[src/mtmc_defines.svh]
/*
 Constants of the training mode control block: register offsets, field
 positions, reset values and timing counts.
 Assumes inclusion by bare name from every file that needs them.
*/
`ifndef MTMC_DEFINES_SVH
`define MTMC_DEFINES_SVH

// ========================================================================
// Register offsets (byte addresses, one word each)
`define MTMC_ADDR_CTRL    8'h00
`define MTMC_ADDR_STAT    8'h04
`define MTMC_ADDR_MR1     8'h08
`define MTMC_ADDR_MR3     8'h0C
`define MTMC_ADDR_MR6     8'h10
`define MTMC_ADDR_IGN     8'h14

// ========================================================================
// Mode register selects and field positions
`define MTMC_SEL_MR1      3'h1
`define MTMC_SEL_MR3      3'h3
`define MTMC_SEL_MR6      3'h6
`define MTMC_MR1_WL       7
`define MTMC_MR1_QOFF     12
`define MTMC_MR3_PDM      4
`define MTMC_MR6_CAL      7
`define MTMC_MR6_RNG      6
`define MTMC_MR1_EXIT_M   14'h1F86
`define MTMC_MR6_LVL_M    14'h003F
`define MTMC_CTRL_EN      0

// ========================================================================
// Reset values and bus answers
`define MTMC_MR_RST       14'h0000
`define MTMC_CTRL_RST     1'h1
`define MTMC_RESP_OKAY    2'h0
`define MTMC_RESP_SLVERR  2'h2

// ========================================================================
// Timing: feedback delay in ns, tMOD and strobe wait in link clocks
`define MTMC_CLK_NS       40
`define MTMC_WLO_NS       40
`define MTMC_WLO_CYC      (((`MTMC_WLO_NS) / (`MTMC_CLK_NS)) < 1 ? 1 : \
                           ((`MTMC_WLO_NS) / (`MTMC_CLK_NS)))
`define MTMC_MOD_CK       24
`define MTMC_PDA_WAIT_CK  16

`endif

[src/mtmc_pkg.sv]
/*
 Types of the training mode control block.
 Assumes nothing of its surroundings.
*/
`default_nettype none

package mtmc_pkg;

    // ====================================================================
    // Leveling state, Gray coded along off -> on -> exit; exit -> off flips both bits
    typedef enum logic [1:0] {
        MTMC_WL_OFF  = 2'h0,
        MTMC_WL_ON   = 2'h1,
        MTMC_WL_EXIT = 2'h3
    } mtmc_wl_t;

endpackage : mtmc_pkg

`default_nettype wire

[src/mtmc_core.sv]
/*
 Training mode control: write leveling, output off, per-device MRS
 qualification and input reference calibration fields, with an
 AXI4-Lite register port.
 Assumes controller pins are asynchronous to clk_sys and that the link
 clock is several times slower than clk_sys.
*/
`timescale 1ns/100ps
`default_nettype none
`include "mtmc_defines.svh"

module mtmc_core #(
    parameter int ADDR_W      = 8,
    parameter int MOD_CK      = `MTMC_MOD_CK,
    parameter int PDA_WAIT_CK = `MTMC_PDA_WAIT_CK
) (
    input  wire logic              clk_sys,
    input  wire logic              nrst,
    input  wire logic [ADDR_W-1:0] s_axi_awaddr,
    input  wire logic              s_axi_awvalid,
    output var  logic              s_axi_awready,
    input  wire logic [31:0]       s_axi_wdata,
    input  wire logic [3:0]        s_axi_wstrb,
    input  wire logic              s_axi_wvalid,
    output var  logic              s_axi_wready,
    output var  logic [1:0]        s_axi_bresp,
    output var  logic              s_axi_bvalid,
    input  wire logic              s_axi_bready,
    input  wire logic [ADDR_W-1:0] s_axi_araddr,
    input  wire logic              s_axi_arvalid,
    output var  logic              s_axi_arready,
    output var  logic [31:0]       s_axi_rdata,
    output var  logic [1:0]        s_axi_rresp,
    output var  logic              s_axi_rvalid,
    input  wire logic              s_axi_rready,
    input  wire logic              pin_ck,
    input  wire logic              pin_mrs_n,
    input  wire logic [2:0]        pin_ba,
    input  wire logic [13:0]       pin_a,
    input  wire logic              pin_dqs,
    input  wire logic              pin_dq0,
    input  wire logic              pin_odt,
    output var  logic [7:0]        dq_out,
    output var  logic              dq_oe,
    output var  logic              rtt_dqs_en,
    output var  logic              rtt_dq_en,
    output var  logic              wl_active,
    output var  logic              pda_active,
    output var  logic              cal_en,
    output var  logic              cal_range,
    output var  logic [5:0]        ref_level
);

    localparam logic [3:0] WLO = 4'(`MTMC_WLO_CYC);

    // ====================================================================
    // Parameter check
    if (ADDR_W < 8 || MOD_CK < 1 || MOD_CK > 255 ||
        PDA_WAIT_CK < 2 || PDA_WAIT_CK > 255) begin : g_bad
        $error("mtmc_core: parameter out of range");
    end

    // ====================================================================
    // Pin synchronisers
    logic        ck_s, mrs_n_s, dqs_s, dq0_s, odt_s;
    logic [2:0]  ba_s;
    logic [13:0] a_s;

    mtmc_sync #(.W(22)) u_sync (
        .clk_sys (clk_sys),
        .nrst    (nrst),
        .d       ({pin_ck, pin_mrs_n, pin_ba, pin_a, pin_dqs, pin_dq0,
                   pin_odt}),
        .q       ({ck_s, mrs_n_s, ba_s, a_s, dqs_s, dq0_s, odt_s})
    );

    // ====================================================================
    // Mode state
    mtmc_pkg::mtmc_wl_t wl_st_r, wl_st_nxt;
    logic [13:0] mr1_r, mr1_nxt, mr3_r, mr3_nxt, mr6_r, mr6_nxt;
    logic [13:0] pend_a_r, pend_a_nxt;
    logic [2:0]  pend_ba_r, pend_ba_nxt;
    logic        pend_r, pend_nxt, pend_dqs_r, pend_dqs_nxt;
    logic [7:0]  pend_ck_r, pend_ck_nxt, undef_r, undef_nxt;
    logic [15:0] ign_r, ign_nxt;
    logic        ck_d_r, dqs_d_r, fb_r, fb_nxt;
    logic [3:0]  wlo_r, wlo_nxt;
    logic [7:0]  dq_out_nxt;
    logic        dq_oe_nxt, rtt_dqs_nxt, rtt_dq_nxt, wl_act_nxt;
    logic        ctrl_en_r;
    logic        ck_rise, dqs_rise, new_cmd, exe;
    logic [2:0]  exe_ba;
    logic [13:0] exe_a;

    // Command decode, per-device qualification and mode updates
    always_comb begin
        ck_rise      = ck_s & ~ck_d_r;
        dqs_rise     = dqs_s & ~dqs_d_r;
        new_cmd      = ck_rise & ~mrs_n_s & ctrl_en_r;
        exe          = 1'b0;
        exe_ba       = ba_s;
        exe_a        = a_s;
        pend_nxt     = pend_r;
        pend_ba_nxt  = pend_ba_r;
        pend_a_nxt   = pend_a_r;
        pend_dqs_nxt = pend_dqs_r;
        pend_ck_nxt  = pend_ck_r;
        ign_nxt      = ign_r;
        wl_st_nxt    = wl_st_r;
        mr1_nxt      = mr1_r;
        mr3_nxt      = mr3_r;
        mr6_nxt      = mr6_r;
        undef_nxt    = undef_r;
        fb_nxt       = fb_r;
        wlo_nxt      = wlo_r;
        dq_out_nxt   = dq_out;
        // Pending per-device MRS waits for its data bit
        if (pend_r) begin
            if (dqs_rise) begin
                pend_dqs_nxt = 1'b1;
                if (pend_dqs_r) begin
                    pend_nxt = 1'b0;
                    exe      = ~dq0_s;
                    exe_ba   = pend_ba_r;
                    exe_a    = pend_a_r;
                    if (dq0_s) begin
                        ign_nxt = ign_r + 16'h0001;
                    end
                end
            end else if (ck_rise) begin
                pend_ck_nxt = pend_ck_r + 8'h01;
                // Strobe never came: drop rather than hang
                if (pend_ck_r == 8'(PDA_WAIT_CK - 1)) begin
                    pend_nxt = 1'b0;
                    ign_nxt  = ign_r + 16'h0001;
                end
            end
        end
        if (new_cmd) begin
            if (mr3_r[`MTMC_MR3_PDM]) begin
                pend_nxt     = 1'b1;
                pend_ba_nxt  = ba_s;
                pend_a_nxt   = a_s;
                pend_dqs_nxt = 1'b0;
                pend_ck_nxt  = 8'h00;
            end else begin
                exe    = 1'b1;
                exe_ba = ba_s;
                exe_a  = a_s;
            end
        end
        // Exit window counts tMOD link clocks down, then leveling is off
        if (wl_st_r == mtmc_pkg::MTMC_WL_EXIT && ck_rise) begin
            undef_nxt = undef_r - 8'h01;
            if (undef_r == 8'h01) begin
                wl_st_nxt = mtmc_pkg::MTMC_WL_OFF;
            end
        end
        if (exe) begin
            case (exe_ba)
                `MTMC_SEL_MR1: begin
                    if (wl_st_r == mtmc_pkg::MTMC_WL_ON) begin
                        if (!exe_a[`MTMC_MR1_WL]) begin
                            mr1_nxt = (mr1_r & ~`MTMC_MR1_EXIT_M) |
                                      (exe_a & `MTMC_MR1_EXIT_M);
                            wl_st_nxt = mtmc_pkg::MTMC_WL_EXIT;
                            undef_nxt = 8'(MOD_CK);
                        end else begin
                            mr1_nxt[`MTMC_MR1_QOFF] =
                                exe_a[`MTMC_MR1_QOFF];
                        end
                    end else begin
                        mr1_nxt = exe_a;
                        if (exe_a[`MTMC_MR1_WL]) begin
                            wl_st_nxt  = mtmc_pkg::MTMC_WL_ON;
                            wlo_nxt    = 4'h0;
                            dq_out_nxt = 8'h00;
                        end
                    end
                end
                `MTMC_SEL_MR3: begin
                    mr3_nxt = exe_a;
                end
                `MTMC_SEL_MR6: begin
                    // Range is fixed while calibration stays enabled
                    if (!mr6_r[`MTMC_MR6_CAL]) begin
                        mr6_nxt = exe_a;
                    end else if (exe_a[`MTMC_MR6_CAL]) begin
                        mr6_nxt = (mr6_r & ~`MTMC_MR6_LVL_M) |
                                  (exe_a & `MTMC_MR6_LVL_M);
                    end else begin
                        mr6_nxt[`MTMC_MR6_CAL] = 1'b0;
                    end
                end
                default: begin
                end
            endcase
        end
        // Leveling feedback: sample clock level, drive all bits later
        if (wl_st_r == mtmc_pkg::MTMC_WL_ON && dqs_rise) begin
            fb_nxt  = ck_s;
            wlo_nxt = WLO;
        end else if (wlo_r != 4'h0) begin
            wlo_nxt = wlo_r - 4'h1;
            if (wlo_r == 4'h1 && wl_st_r == mtmc_pkg::MTMC_WL_ON) begin
                dq_out_nxt = {8{fb_r}};
            end
        end
        if (wl_st_nxt == mtmc_pkg::MTMC_WL_EXIT) begin
            dq_out_nxt = 8'h00;
        end
        dq_oe_nxt   = ~mr1_nxt[`MTMC_MR1_QOFF] &
                      (wl_st_nxt != mtmc_pkg::MTMC_WL_OFF);
        rtt_dqs_nxt = odt_s;
        rtt_dq_nxt  = odt_s &
                      (wl_st_nxt != mtmc_pkg::MTMC_WL_ON);
        wl_act_nxt  = (wl_st_nxt == mtmc_pkg::MTMC_WL_ON);
    end

    // Mode state registers
    always_ff @(posedge clk_sys or negedge nrst) begin
        if (!nrst) begin
            wl_st_r    <= mtmc_pkg::MTMC_WL_OFF;
            mr1_r      <= `MTMC_MR_RST;
            mr3_r      <= `MTMC_MR_RST;
            mr6_r      <= `MTMC_MR_RST;
            pend_r     <= 1'b0;
            pend_ba_r  <= 3'h0;
            pend_a_r   <= 14'h0000;
            pend_dqs_r <= 1'b0;
            pend_ck_r  <= 8'h00;
            undef_r    <= 8'h00;
            ign_r      <= 16'h0000;
            ck_d_r     <= 1'b0;
            dqs_d_r    <= 1'b0;
            fb_r       <= 1'b0;
            wlo_r      <= 4'h0;
            dq_out     <= 8'h00;
            dq_oe      <= 1'b0;
            rtt_dqs_en <= 1'b0;
            rtt_dq_en  <= 1'b0;
            wl_active  <= 1'b0;
        end else begin
            wl_st_r    <= wl_st_nxt;
            mr1_r      <= mr1_nxt;
            mr3_r      <= mr3_nxt;
            mr6_r      <= mr6_nxt;
            pend_r     <= pend_nxt;
            pend_ba_r  <= pend_ba_nxt;
            pend_a_r   <= pend_a_nxt;
            pend_dqs_r <= pend_dqs_nxt;
            pend_ck_r  <= pend_ck_nxt;
            undef_r    <= undef_nxt;
            ign_r      <= ign_nxt;
            ck_d_r     <= ck_s;
            dqs_d_r    <= dqs_s;
            fb_r       <= fb_nxt;
            wlo_r      <= wlo_nxt;
            dq_out     <= dq_out_nxt;
            dq_oe      <= dq_oe_nxt;
            rtt_dqs_en <= rtt_dqs_nxt;
            rtt_dq_en  <= rtt_dq_nxt;
            wl_active  <= wl_act_nxt;
        end
    end

    // Mode fields go straight out of their register bits
    assign pda_active = mr3_r[`MTMC_MR3_PDM];
    assign cal_en     = mr6_r[`MTMC_MR6_CAL];
    assign cal_range  = mr6_r[`MTMC_MR6_RNG];
    assign ref_level  = mr6_r[5:0];

    // ====================================================================
    // AXI4-Lite slave
    function automatic logic [7:0] word_addr(input logic [ADDR_W-1:0] a);
        word_addr = {a[7:2], 2'b00};
    endfunction : word_addr

    logic        aw_have_r, aw_have_nxt, w_have_r, w_have_nxt;
    logic [7:0]  aw_a_r, aw_a_nxt;
    logic [31:0] w_d_r, w_d_nxt, rdata_nxt;
    logic        w_s_r, w_s_nxt, ctrl_en_nxt;
    logic        awready_nxt, wready_nxt, bvalid_nxt, arready_nxt;
    logic        rvalid_nxt;
    logic [1:0]  bresp_nxt, rresp_nxt;

    // Address and data taken in either order; answer one cycle later
    always_comb begin
        aw_have_nxt = aw_have_r;
        w_have_nxt  = w_have_r;
        aw_a_nxt    = aw_a_r;
        w_d_nxt     = w_d_r;
        w_s_nxt     = w_s_r;
        ctrl_en_nxt = ctrl_en_r;
        bvalid_nxt  = s_axi_bvalid & ~s_axi_bready;
        bresp_nxt   = s_axi_bresp;
        rvalid_nxt  = s_axi_rvalid & ~s_axi_rready;
        rresp_nxt   = s_axi_rresp;
        rdata_nxt   = s_axi_rdata;
        arready_nxt = s_axi_arready;
        if (s_axi_awvalid && s_axi_awready) begin
            aw_have_nxt = 1'b1;
            aw_a_nxt    = word_addr(s_axi_awaddr);
        end
        if (s_axi_wvalid && s_axi_wready) begin
            w_have_nxt = 1'b1;
            w_d_nxt    = s_axi_wdata;
            w_s_nxt    = s_axi_wstrb[0];
        end
        if (aw_have_r && w_have_r && !s_axi_bvalid) begin
            aw_have_nxt = 1'b0;
            w_have_nxt  = 1'b0;
            bvalid_nxt  = 1'b1;
            bresp_nxt   = `MTMC_RESP_OKAY;
            case (aw_a_r)
                `MTMC_ADDR_CTRL: begin
                    if (w_s_r) begin
                        ctrl_en_nxt = w_d_r[`MTMC_CTRL_EN];
                    end
                end
                `MTMC_ADDR_STAT, `MTMC_ADDR_MR1, `MTMC_ADDR_MR3,
                `MTMC_ADDR_MR6, `MTMC_ADDR_IGN: begin
                end
                default: bresp_nxt = `MTMC_RESP_SLVERR;
            endcase
        end
        if (s_axi_arvalid && s_axi_arready) begin
            arready_nxt = 1'b0;
            rvalid_nxt  = 1'b1;
            rresp_nxt   = `MTMC_RESP_OKAY;
            case (word_addr(s_axi_araddr))
                `MTMC_ADDR_CTRL: rdata_nxt = {31'h0, ctrl_en_r};
                `MTMC_ADDR_STAT: rdata_nxt = {27'h0, pend_r,
                    wl_st_r == mtmc_pkg::MTMC_WL_EXIT, wl_active,
                    mr1_r[`MTMC_MR1_QOFF], pda_active};
                `MTMC_ADDR_MR1:  rdata_nxt = {18'h0, mr1_r};
                `MTMC_ADDR_MR3:  rdata_nxt = {18'h0, mr3_r};
                `MTMC_ADDR_MR6:  rdata_nxt = {18'h0, mr6_r};
                `MTMC_ADDR_IGN:  rdata_nxt = {16'h0, ign_r};
                default: begin
                    rdata_nxt = 32'h0;
                    rresp_nxt = `MTMC_RESP_SLVERR;
                end
            endcase
        end else if (s_axi_rvalid && s_axi_rready) begin
            arready_nxt = 1'b1;
        end
        awready_nxt = ~aw_have_nxt;
        wready_nxt  = ~w_have_nxt;
    end

    // Bus registers
    always_ff @(posedge clk_sys or negedge nrst) begin
        if (!nrst) begin
            aw_have_r     <= 1'b0;
            w_have_r      <= 1'b0;
            aw_a_r        <= 8'h00;
            w_d_r         <= 32'h0;
            w_s_r         <= 1'b0;
            ctrl_en_r     <= `MTMC_CTRL_RST;
            s_axi_awready <= 1'b1;
            s_axi_wready  <= 1'b1;
            s_axi_bvalid  <= 1'b0;
            s_axi_bresp   <= `MTMC_RESP_OKAY;
            s_axi_arready <= 1'b1;
            s_axi_rvalid  <= 1'b0;
            s_axi_rresp   <= `MTMC_RESP_OKAY;
            s_axi_rdata   <= 32'h0;
        end else begin
            aw_have_r     <= aw_have_nxt;
            w_have_r      <= w_have_nxt;
            aw_a_r        <= aw_a_nxt;
            w_d_r         <= w_d_nxt;
            w_s_r         <= w_s_nxt;
            ctrl_en_r     <= ctrl_en_nxt;
            s_axi_awready <= awready_nxt;
            s_axi_wready  <= wready_nxt;
            s_axi_bvalid  <= bvalid_nxt;
            s_axi_bresp   <= bresp_nxt;
            s_axi_arready <= arready_nxt;
            s_axi_rvalid  <= rvalid_nxt;
            s_axi_rresp   <= rresp_nxt;
            s_axi_rdata   <= rdata_nxt;
        end
    end
endmodule : mtmc_core

`default_nettype wire

[src/mtmc_sync.sv]
/*
 Two-flop synchroniser for a bundle of pin inputs.
 Assumes each bit is a slow level relative to the local clock.
*/
`timescale 1ns/100ps
`default_nettype none

module mtmc_sync #(
    parameter int W = 1
) (
    input  wire logic         clk_sys,
    input  wire logic         nrst,
    input  wire logic [W-1:0] d,
    output var  logic [W-1:0] q
);

    logic [W-1:0] meta_r;

    // ====================================================================
    // Parameter check
    if (W < 1) begin : g_bad
        $error("mtmc_sync: width below one");
    end

    // ====================================================================
    // First stage feeds only the second
    always_ff @(posedge clk_sys or negedge nrst) begin
        if (!nrst) begin
            meta_r <= '0;
            q      <= '0;
        end else begin
            meta_r <= d;
            q      <= meta_r;
        end
    end

endmodule : mtmc_sync

`default_nettype wire

[config.mk]
export PLATFORM = sky130hd
export DESIGN_NAME = mtmc_core
export DESIGN_NICKNAME = d
export VERILOG_FILES = /design/src/mtmc_pkg.sv /design/src/mtmc_core.sv /design/src/mtmc_sync.sv
export VERILOG_INCLUDE_DIRS = /design/src
export SDC_FILE = /design/constraint.sdc
export NUM_CORES = 1
export LEC_CHECK = 0
export ABC_CLOCK_PERIOD_IN_PS = 4300
export BUFFER_PORTS_ARGS = -buffer_cell sky130_fd_sc_hd__buf_2
export CAP_MARGIN = 0
export CORE_MARGIN = 1
export CORE_UTILIZATION = 49
export DETAILED_ROUTE_END_ITERATION = 12
export GPL_ROUTABILITY_DRIVEN = 1
export PLACE_DENSITY = 0.71
export SYNTH_ARGS = -nofsm -noshare
export SYNTH_HDL_FRONTEND = slang
export SYNTH_SLANG_ARGS = --single-unit
[constraint.sdc]
create_clock -name clk_sys -period 4.3 [get_ports clk_sys]
set_input_delay 0.43 -clock clk_sys [delete_from_list [all_inputs] [get_ports clk_sys]]
set_output_delay 0.43 -clock clk_sys [all_outputs]
set_load 0.01 [all_outputs]
# ---- Word-level counts from Yosys, hierarchy flattened
# Cells that the tools add are included.
dict set report totals {
  input_bits 81
  ff_bits 210
  word_cells 200
  out_inout_bits 62
}
dict set report classes {
  n_eq_ne 26
  addsub 4
  muxes 83
  reduce_logical 30
  bitwise 19
}
# cell count
set ops {}
lappend ops {{$mux 8} 18}
lappend ops {{$mux 14} 7}
lappend ops {{$pmux 16 s6} 1}
lappend ops {{$mux 16} 5}
lappend ops {{$mux 1} 27}
lappend ops {{$mux 13} 2}
lappend ops {{$eq 6x2->1 const B} 4}
lappend ops {{$eq 6x3->1 const B} 4}
lappend ops {{$mux 4} 6}
lappend ops {{$mux 2} 9}
lappend ops {{$add 16x1->16 const B} 1}
lappend ops {{$mux 3} 5}
lappend ops {{$or 14x13->14} 1}
lappend ops {{$or 14x6->14} 1}
lappend ops {{$eq 6x1->1 const B} 2}
lappend ops {{$mux 12} 1}
lappend ops {{$reduce_or 6->1} 2}
lappend ops {{$logic_and 1x1->1} 9}
lappend ops {{$not 1->1} 9}
lappend ops {{$reduce_and 3->1} 3}
lappend ops {{$reduce_bool 3->1} 3}
lappend ops {{$add 8x1->8 const B} 1}
lappend ops {{$and 1x1->1} 8}
lappend ops {{$eq 8x1->1 const B} 1}
lappend ops {{22 further kinds} 32}

# ---- Logic depth before layout (Yosys ltp)
dict set report depth {
  word_depth 14
  depth_mapped 8
  ltp_nobuf 7
}

# ---- Hierarchy
# Synthesis repeated with hierarchy kept, for this count alone.
dict set report hier_totals {
  hier_cells 671
  hier_area_um2 8032.7
}
# module instances seq_area_each_um2 area_per_inst_um2 cells_per_inst
set by_module_without_submodules {}
lappend by_module_without_submodules {mtmc_core 1 3708.6 6931.6 627}
lappend by_module_without_submodules {mtmc_sync 1 1101.1 1101.1 44}

# ---- Worst setup path after synthesis
# Ideal clock, no wire load.
dict set report synth_path {
  path_type {register to register}
  start {register ctrl_en_r}
  end {register mr6_r[1]}
  synth_period_minus_slack_ns 2.145
  path_stages_with_launch 8
  arrival_ns 2.020
  setup_ns 0.125
  path_buffers 2
  required_ns 4.175
  slack_ns 2.155
  cell_sequence {dfstp_2 -> and4bb_2 -> nand2_1 -> nand2b_1 -> clkbuf_1 -> buf_2 -> mux2_2 -> mux2_2}
}
dict set report synth_via {
  elab_chain_len 5
  elab_cells_between_ends 10
  classes_between {2 x eq/ne; 5 x mux; 2 x bitwise; 1 x reduce/logical}
}
# item line
set synth_lines {}
lappend synth_lines {{start, declared} mtmc_core.sv:90} ;# logic ctrl_en_r;
lappend synth_lines {{start signal, assigned} mtmc_core.sv:360} ;# ctrl_en_r <= `MTMC_CTRL_RST;
lappend synth_lines {{start signal, assigned} mtmc_core.sv:375} ;# ctrl_en_r <= ctrl_en_nxt;
lappend synth_lines {{$and 1x1->1 *} mtmc_core.sv:99} ;# new_cmd = ck_rise & ~mrs_n_s & ctrl_en_r;
lappend synth_lines {{$mux 14} mtmc_core.sv:139} ;# if (new_cmd) begin
lappend synth_lines {{$or 14x6->14} mtmc_core.sv:189} ;# mr6_nxt = (mr6_r & ~`MTMC_MR6_LVL_M) |
lappend synth_lines {{$mux 7} mtmc_core.sv:188} ;# end else if (exe_a[`MTMC_MR6_CAL]) begin
lappend synth_lines {{$mux 14} mtmc_core.sv:186} ;# if (!mr6_r[`MTMC_MR6_CAL]) begin
lappend synth_lines {{end signal, assigned} mtmc_core.sv:226} ;# mr6_r <= `MTMC_MR_RST;
lappend synth_lines {{end signal, assigned} mtmc_core.sv:247} ;# mr6_r <= mr6_nxt;
lappend synth_lines {{end, declared} mtmc_core.sv:80} ;# logic [13:0] mr1_r, mr1_nxt, mr3_r, mr3_nxt, mr6_r, mr6_nxt;
# Mark *: on every way between the ends. The rest lies on a longest branch, timed or not. The select of a mux whose other input is x is not followed.
# A chain may end at the register's enable or synchronous reset.

# ---- Worst setup path after layout
dict set report layout_path {
  start {register pend_ck_r[6]}
  end {register ign_r[10]}
}
dict set report layout_via {
  elab_chain_len 3
}
# item line
set layout_lines {}
lappend layout_lines {{start, declared} mtmc_core.sv:84} ;# logic [7:0] pend_ck_r, pend_ck_nxt, undef_r, undef_nxt;
lappend layout_lines {{start signal, assigned} mtmc_core.sv:252} ;# pend_ck_r <= pend_ck_nxt;
lappend layout_lines {{$eq 8x4->1} mtmc_core.sv:133} ;# if (pend_ck_r == 8'(PDA_WAIT_CK - 1)) begin
lappend layout_lines {{$reduce_bool 2->1 (no line)} -}
lappend layout_lines {{$reduce_and 5->1 (no line)} -}
lappend layout_lines {{end signal, assigned} mtmc_core.sv:254} ;# ign_r <= ign_nxt;
lappend layout_lines {{end, declared} mtmc_core.sv:85} ;# logic [15:0] ign_r, ign_nxt;
# Every way passes these cells.

==> run metrics <==
Clk Latency, worst-skew pair=0.43 ns; sequential group share of total power=0.500; mapped cell area=0.00810 mm²; All-Layer GR Usage=0.206; IO Pins=143; Leak=4.55 nW; Root Driver=clkbuf_16; row count=46; relative slew slack=0.411; clock-pin slew on the worst setup and hold paths=0.06 ns; largest net degree at the start of global routing=112; Die H=131 µm; crit end category=register; synthesized flop and latch total=192; total setup buffers inserted after CTS=0; # setup viols final=0; Die X=131 µm; number of flops mapped to enable cells by yosys=0; area of the multi-input gates=0.00299 mm²; gr ovfl total=0; layout cells sized above 1=0.253; Syn-to-layout area delta=14.5%; maximum VDD drop=305 µV; most area-consuming cells after synthesis=dfrtp_1 58%, mux2_2 7.8%, nand2_1 4.1%; clock power share=0.405; syn_area_per_cell=11.9 µm²; initial antenna violation count=0; CTS Buffer Depth=2; Worst R2R Path Depth=5; Critical Path Stages=5; DRT iter0 DRCs=419; RSZ-0062 raised after global routing=no; first-pass GRT wire length=26.8 mm; HPWL Detailed=11.3 mm; Yosys top cell by area=dfrtp_1; # DRC=0; Num CTS Buffers=17; slowest cell delay on critical path=0.57 ns; core area=0.0160 mm²; CP top delay family=simple AND/OR/NAND/NOR gates; R2R setup slack=1.85 ns; remaining antenna violation count=0; Final nets=850; fmax=0.408 GHz; CP max stage cell=or4_4; synthesized instance count=679; fin. max-slew vios=0; Layout Skew=0.00887 ns; H-tree Lvls=4; sw power=0.985 mW; # fillers=1,352; DRT Wirelength=15.9 mm; cts repair resizes=0; Crit Path Class=reg -> reg; drt wl/cell=16.1 µm; Final Hold Fails=0; combinational group share of total power=0.096; post-layout util=0.580; max_cap viols=0; Yosys top cell area share=0.581; Post-CTS Hold Buffers=0; FF-to-FF End=ign_r[10]; final worst-path cycle share=0.571; CP Launch Type=register; Power Density=447 mW/mm²; Internal=3.16 mW; # diodes=0; Post-synth ARST share=1.00; Final min period=2.45 ns; FF/Latch Area=0.00481 mm²; sequential share of the synthesized area=0.594; Main synth FF type=dfrtp_1; full die area=0.0171 mm²; via count=5,186; status=complete, no violations; Crit. Startpoint=pend_ck_r[6]; vias in the first global route=5,247; launch point of the worst reg-to-reg path=pend_ck_r[6]; Yosys cell types=63; Req. time, crit path=4.65 ns; Starting Density=0.506; clock sink count=192; total negative slack=0 ns; vias per cell=5.24; Buf/Inv on CP=0; first drt pass iteration count=4; crit path max fanout=13; CTS tree=done; critical path data arrival time=2.80 ns; Hold WC Path Type=in -> async; Port Buffers=86; Worst Max-Slew Pin Slew=0.880 ns; switch share=0.237; crit path cell chain=or4_4, o41ai_4, nand3_2, nor4_1, xor2_1; synth warn=0; RePlAce Congestion=0.804
-- routing by layer --
layer | up-vias | global-route usage | wire length, µm
met5 | - | 0 | 0
met4 | 0 | 0.0852 | 297
met3 | 25 | 0.0391 | 715
met2 | 142 | 0.320 | 7440
met1 | 2553 | 0.284 | 7460
li1 | 2466 | - | -
-- power by group through the flow --
stage / Combinational [mW] / Sequential, mW / Clock [mW]
after floorplan: 0.266 / 2.08 / 0
after global routing: 0.445 / 2.09 / 1.78
after CTS: 0.402 / 2.07 / 1.71
after global placement: 0.372 / 2.09 / 0
final: 0.398 / 2.07 / 1.68
after detailed placement: 0.400 / 2.10 / 0
-- cell families (layout without fill, tap and decap cells) --
family,count (synthesis),count (layout),synth area share
compound gates,79,79,0.0718
xor+xnor,31,31,0.0335
fa+ha+maj,7,7,0.0108
buf+inv,71,149,0.0457
flops,192,192,0.594
mux,82,82,0.111
other cells,1,18,0.000463
simple gates,216,216,0.133
-- cell type report --
cell class	instances	area share
well taps	216	0.0291
clock inverters	9	0.0169
multi-input cells	433	0.322
clock buffers	22	0.0511
flip-flops and latches	192	0.519
inverters	27	0.0109
repair buffers	91	0.0514
-- sequential cells by signal, indices dropped and copies added (netlist names), 2 cells and up --
register       flops
dq_out             8
mr6_r             14
pend_a_r          14
pend_ck_r          8
undef_r            8
mr1_r             14
s_axi_rdata       16
u_sync.q          22
u_sync.meta_r     22
ign_r             16
pend_ba_r          3
aw_a_r             6
mr3_r             14
wl_st_r            2
wlo_r              4
-- cells in the mapped netlist (all sizes together), types with 11 or more instances --
library cell	instances
xor2	14
nor3	16
xnor2	17
mux2	56
mux2i	25
o21ai	29
nand3	11
a221oi	14
inv	27
dfrtp	188
clkbuf	14
buf	30
nand2	89
a21oi	13
nor2	45
-- metrics by stage --
step	area, µm²	cells	hold WS, ns	worst slack (ns)	power [mW]
6_report	9280	990	0.0940	1.85	4.15
2_1_floorplan	8170	696	0.134	2.16	2.35
3_3_place_gp	8640	959	0.334	1.92	2.46
5_1_grt	9280	990	0.0832	1.75	4.31
4_1_cts	9280	990	0.0832	1.86	4.18
3_5_place_dp	8640	959	0.335	1.88	2.50
-- layout by cell type, fill, tap and decap left out, drive strengths merged, types with 7 or more instances in the layout --
master,count
nand2b,10
nand3,11
inv,27
xnor2,17
a221oi,14
nand2,89
buf,90
mux2i,25
nor3,16
dfrtp,188
nor4,10
o21ai,29
ha,7
clkbuf,23
a21oi,13
xor2,14
conb,18
nor2,45
mux2,56
-- how the worst max path moves through the flow --
| stage | end | slack [ns] |
|---|---|---|
| after floorplan | mr6_r[1] | 2.16 |
| after global placement | mr6_r[2] | 1.92 |
| after detailed placement | mr1_r[1] | 1.88 |
| after CTS | mr1_r[1] | 1.86 |
| after global routing | mr1_r[1] | 1.75 |
| final | ign_r[10] | 1.85 |
(Power assumes the default switching activity.)
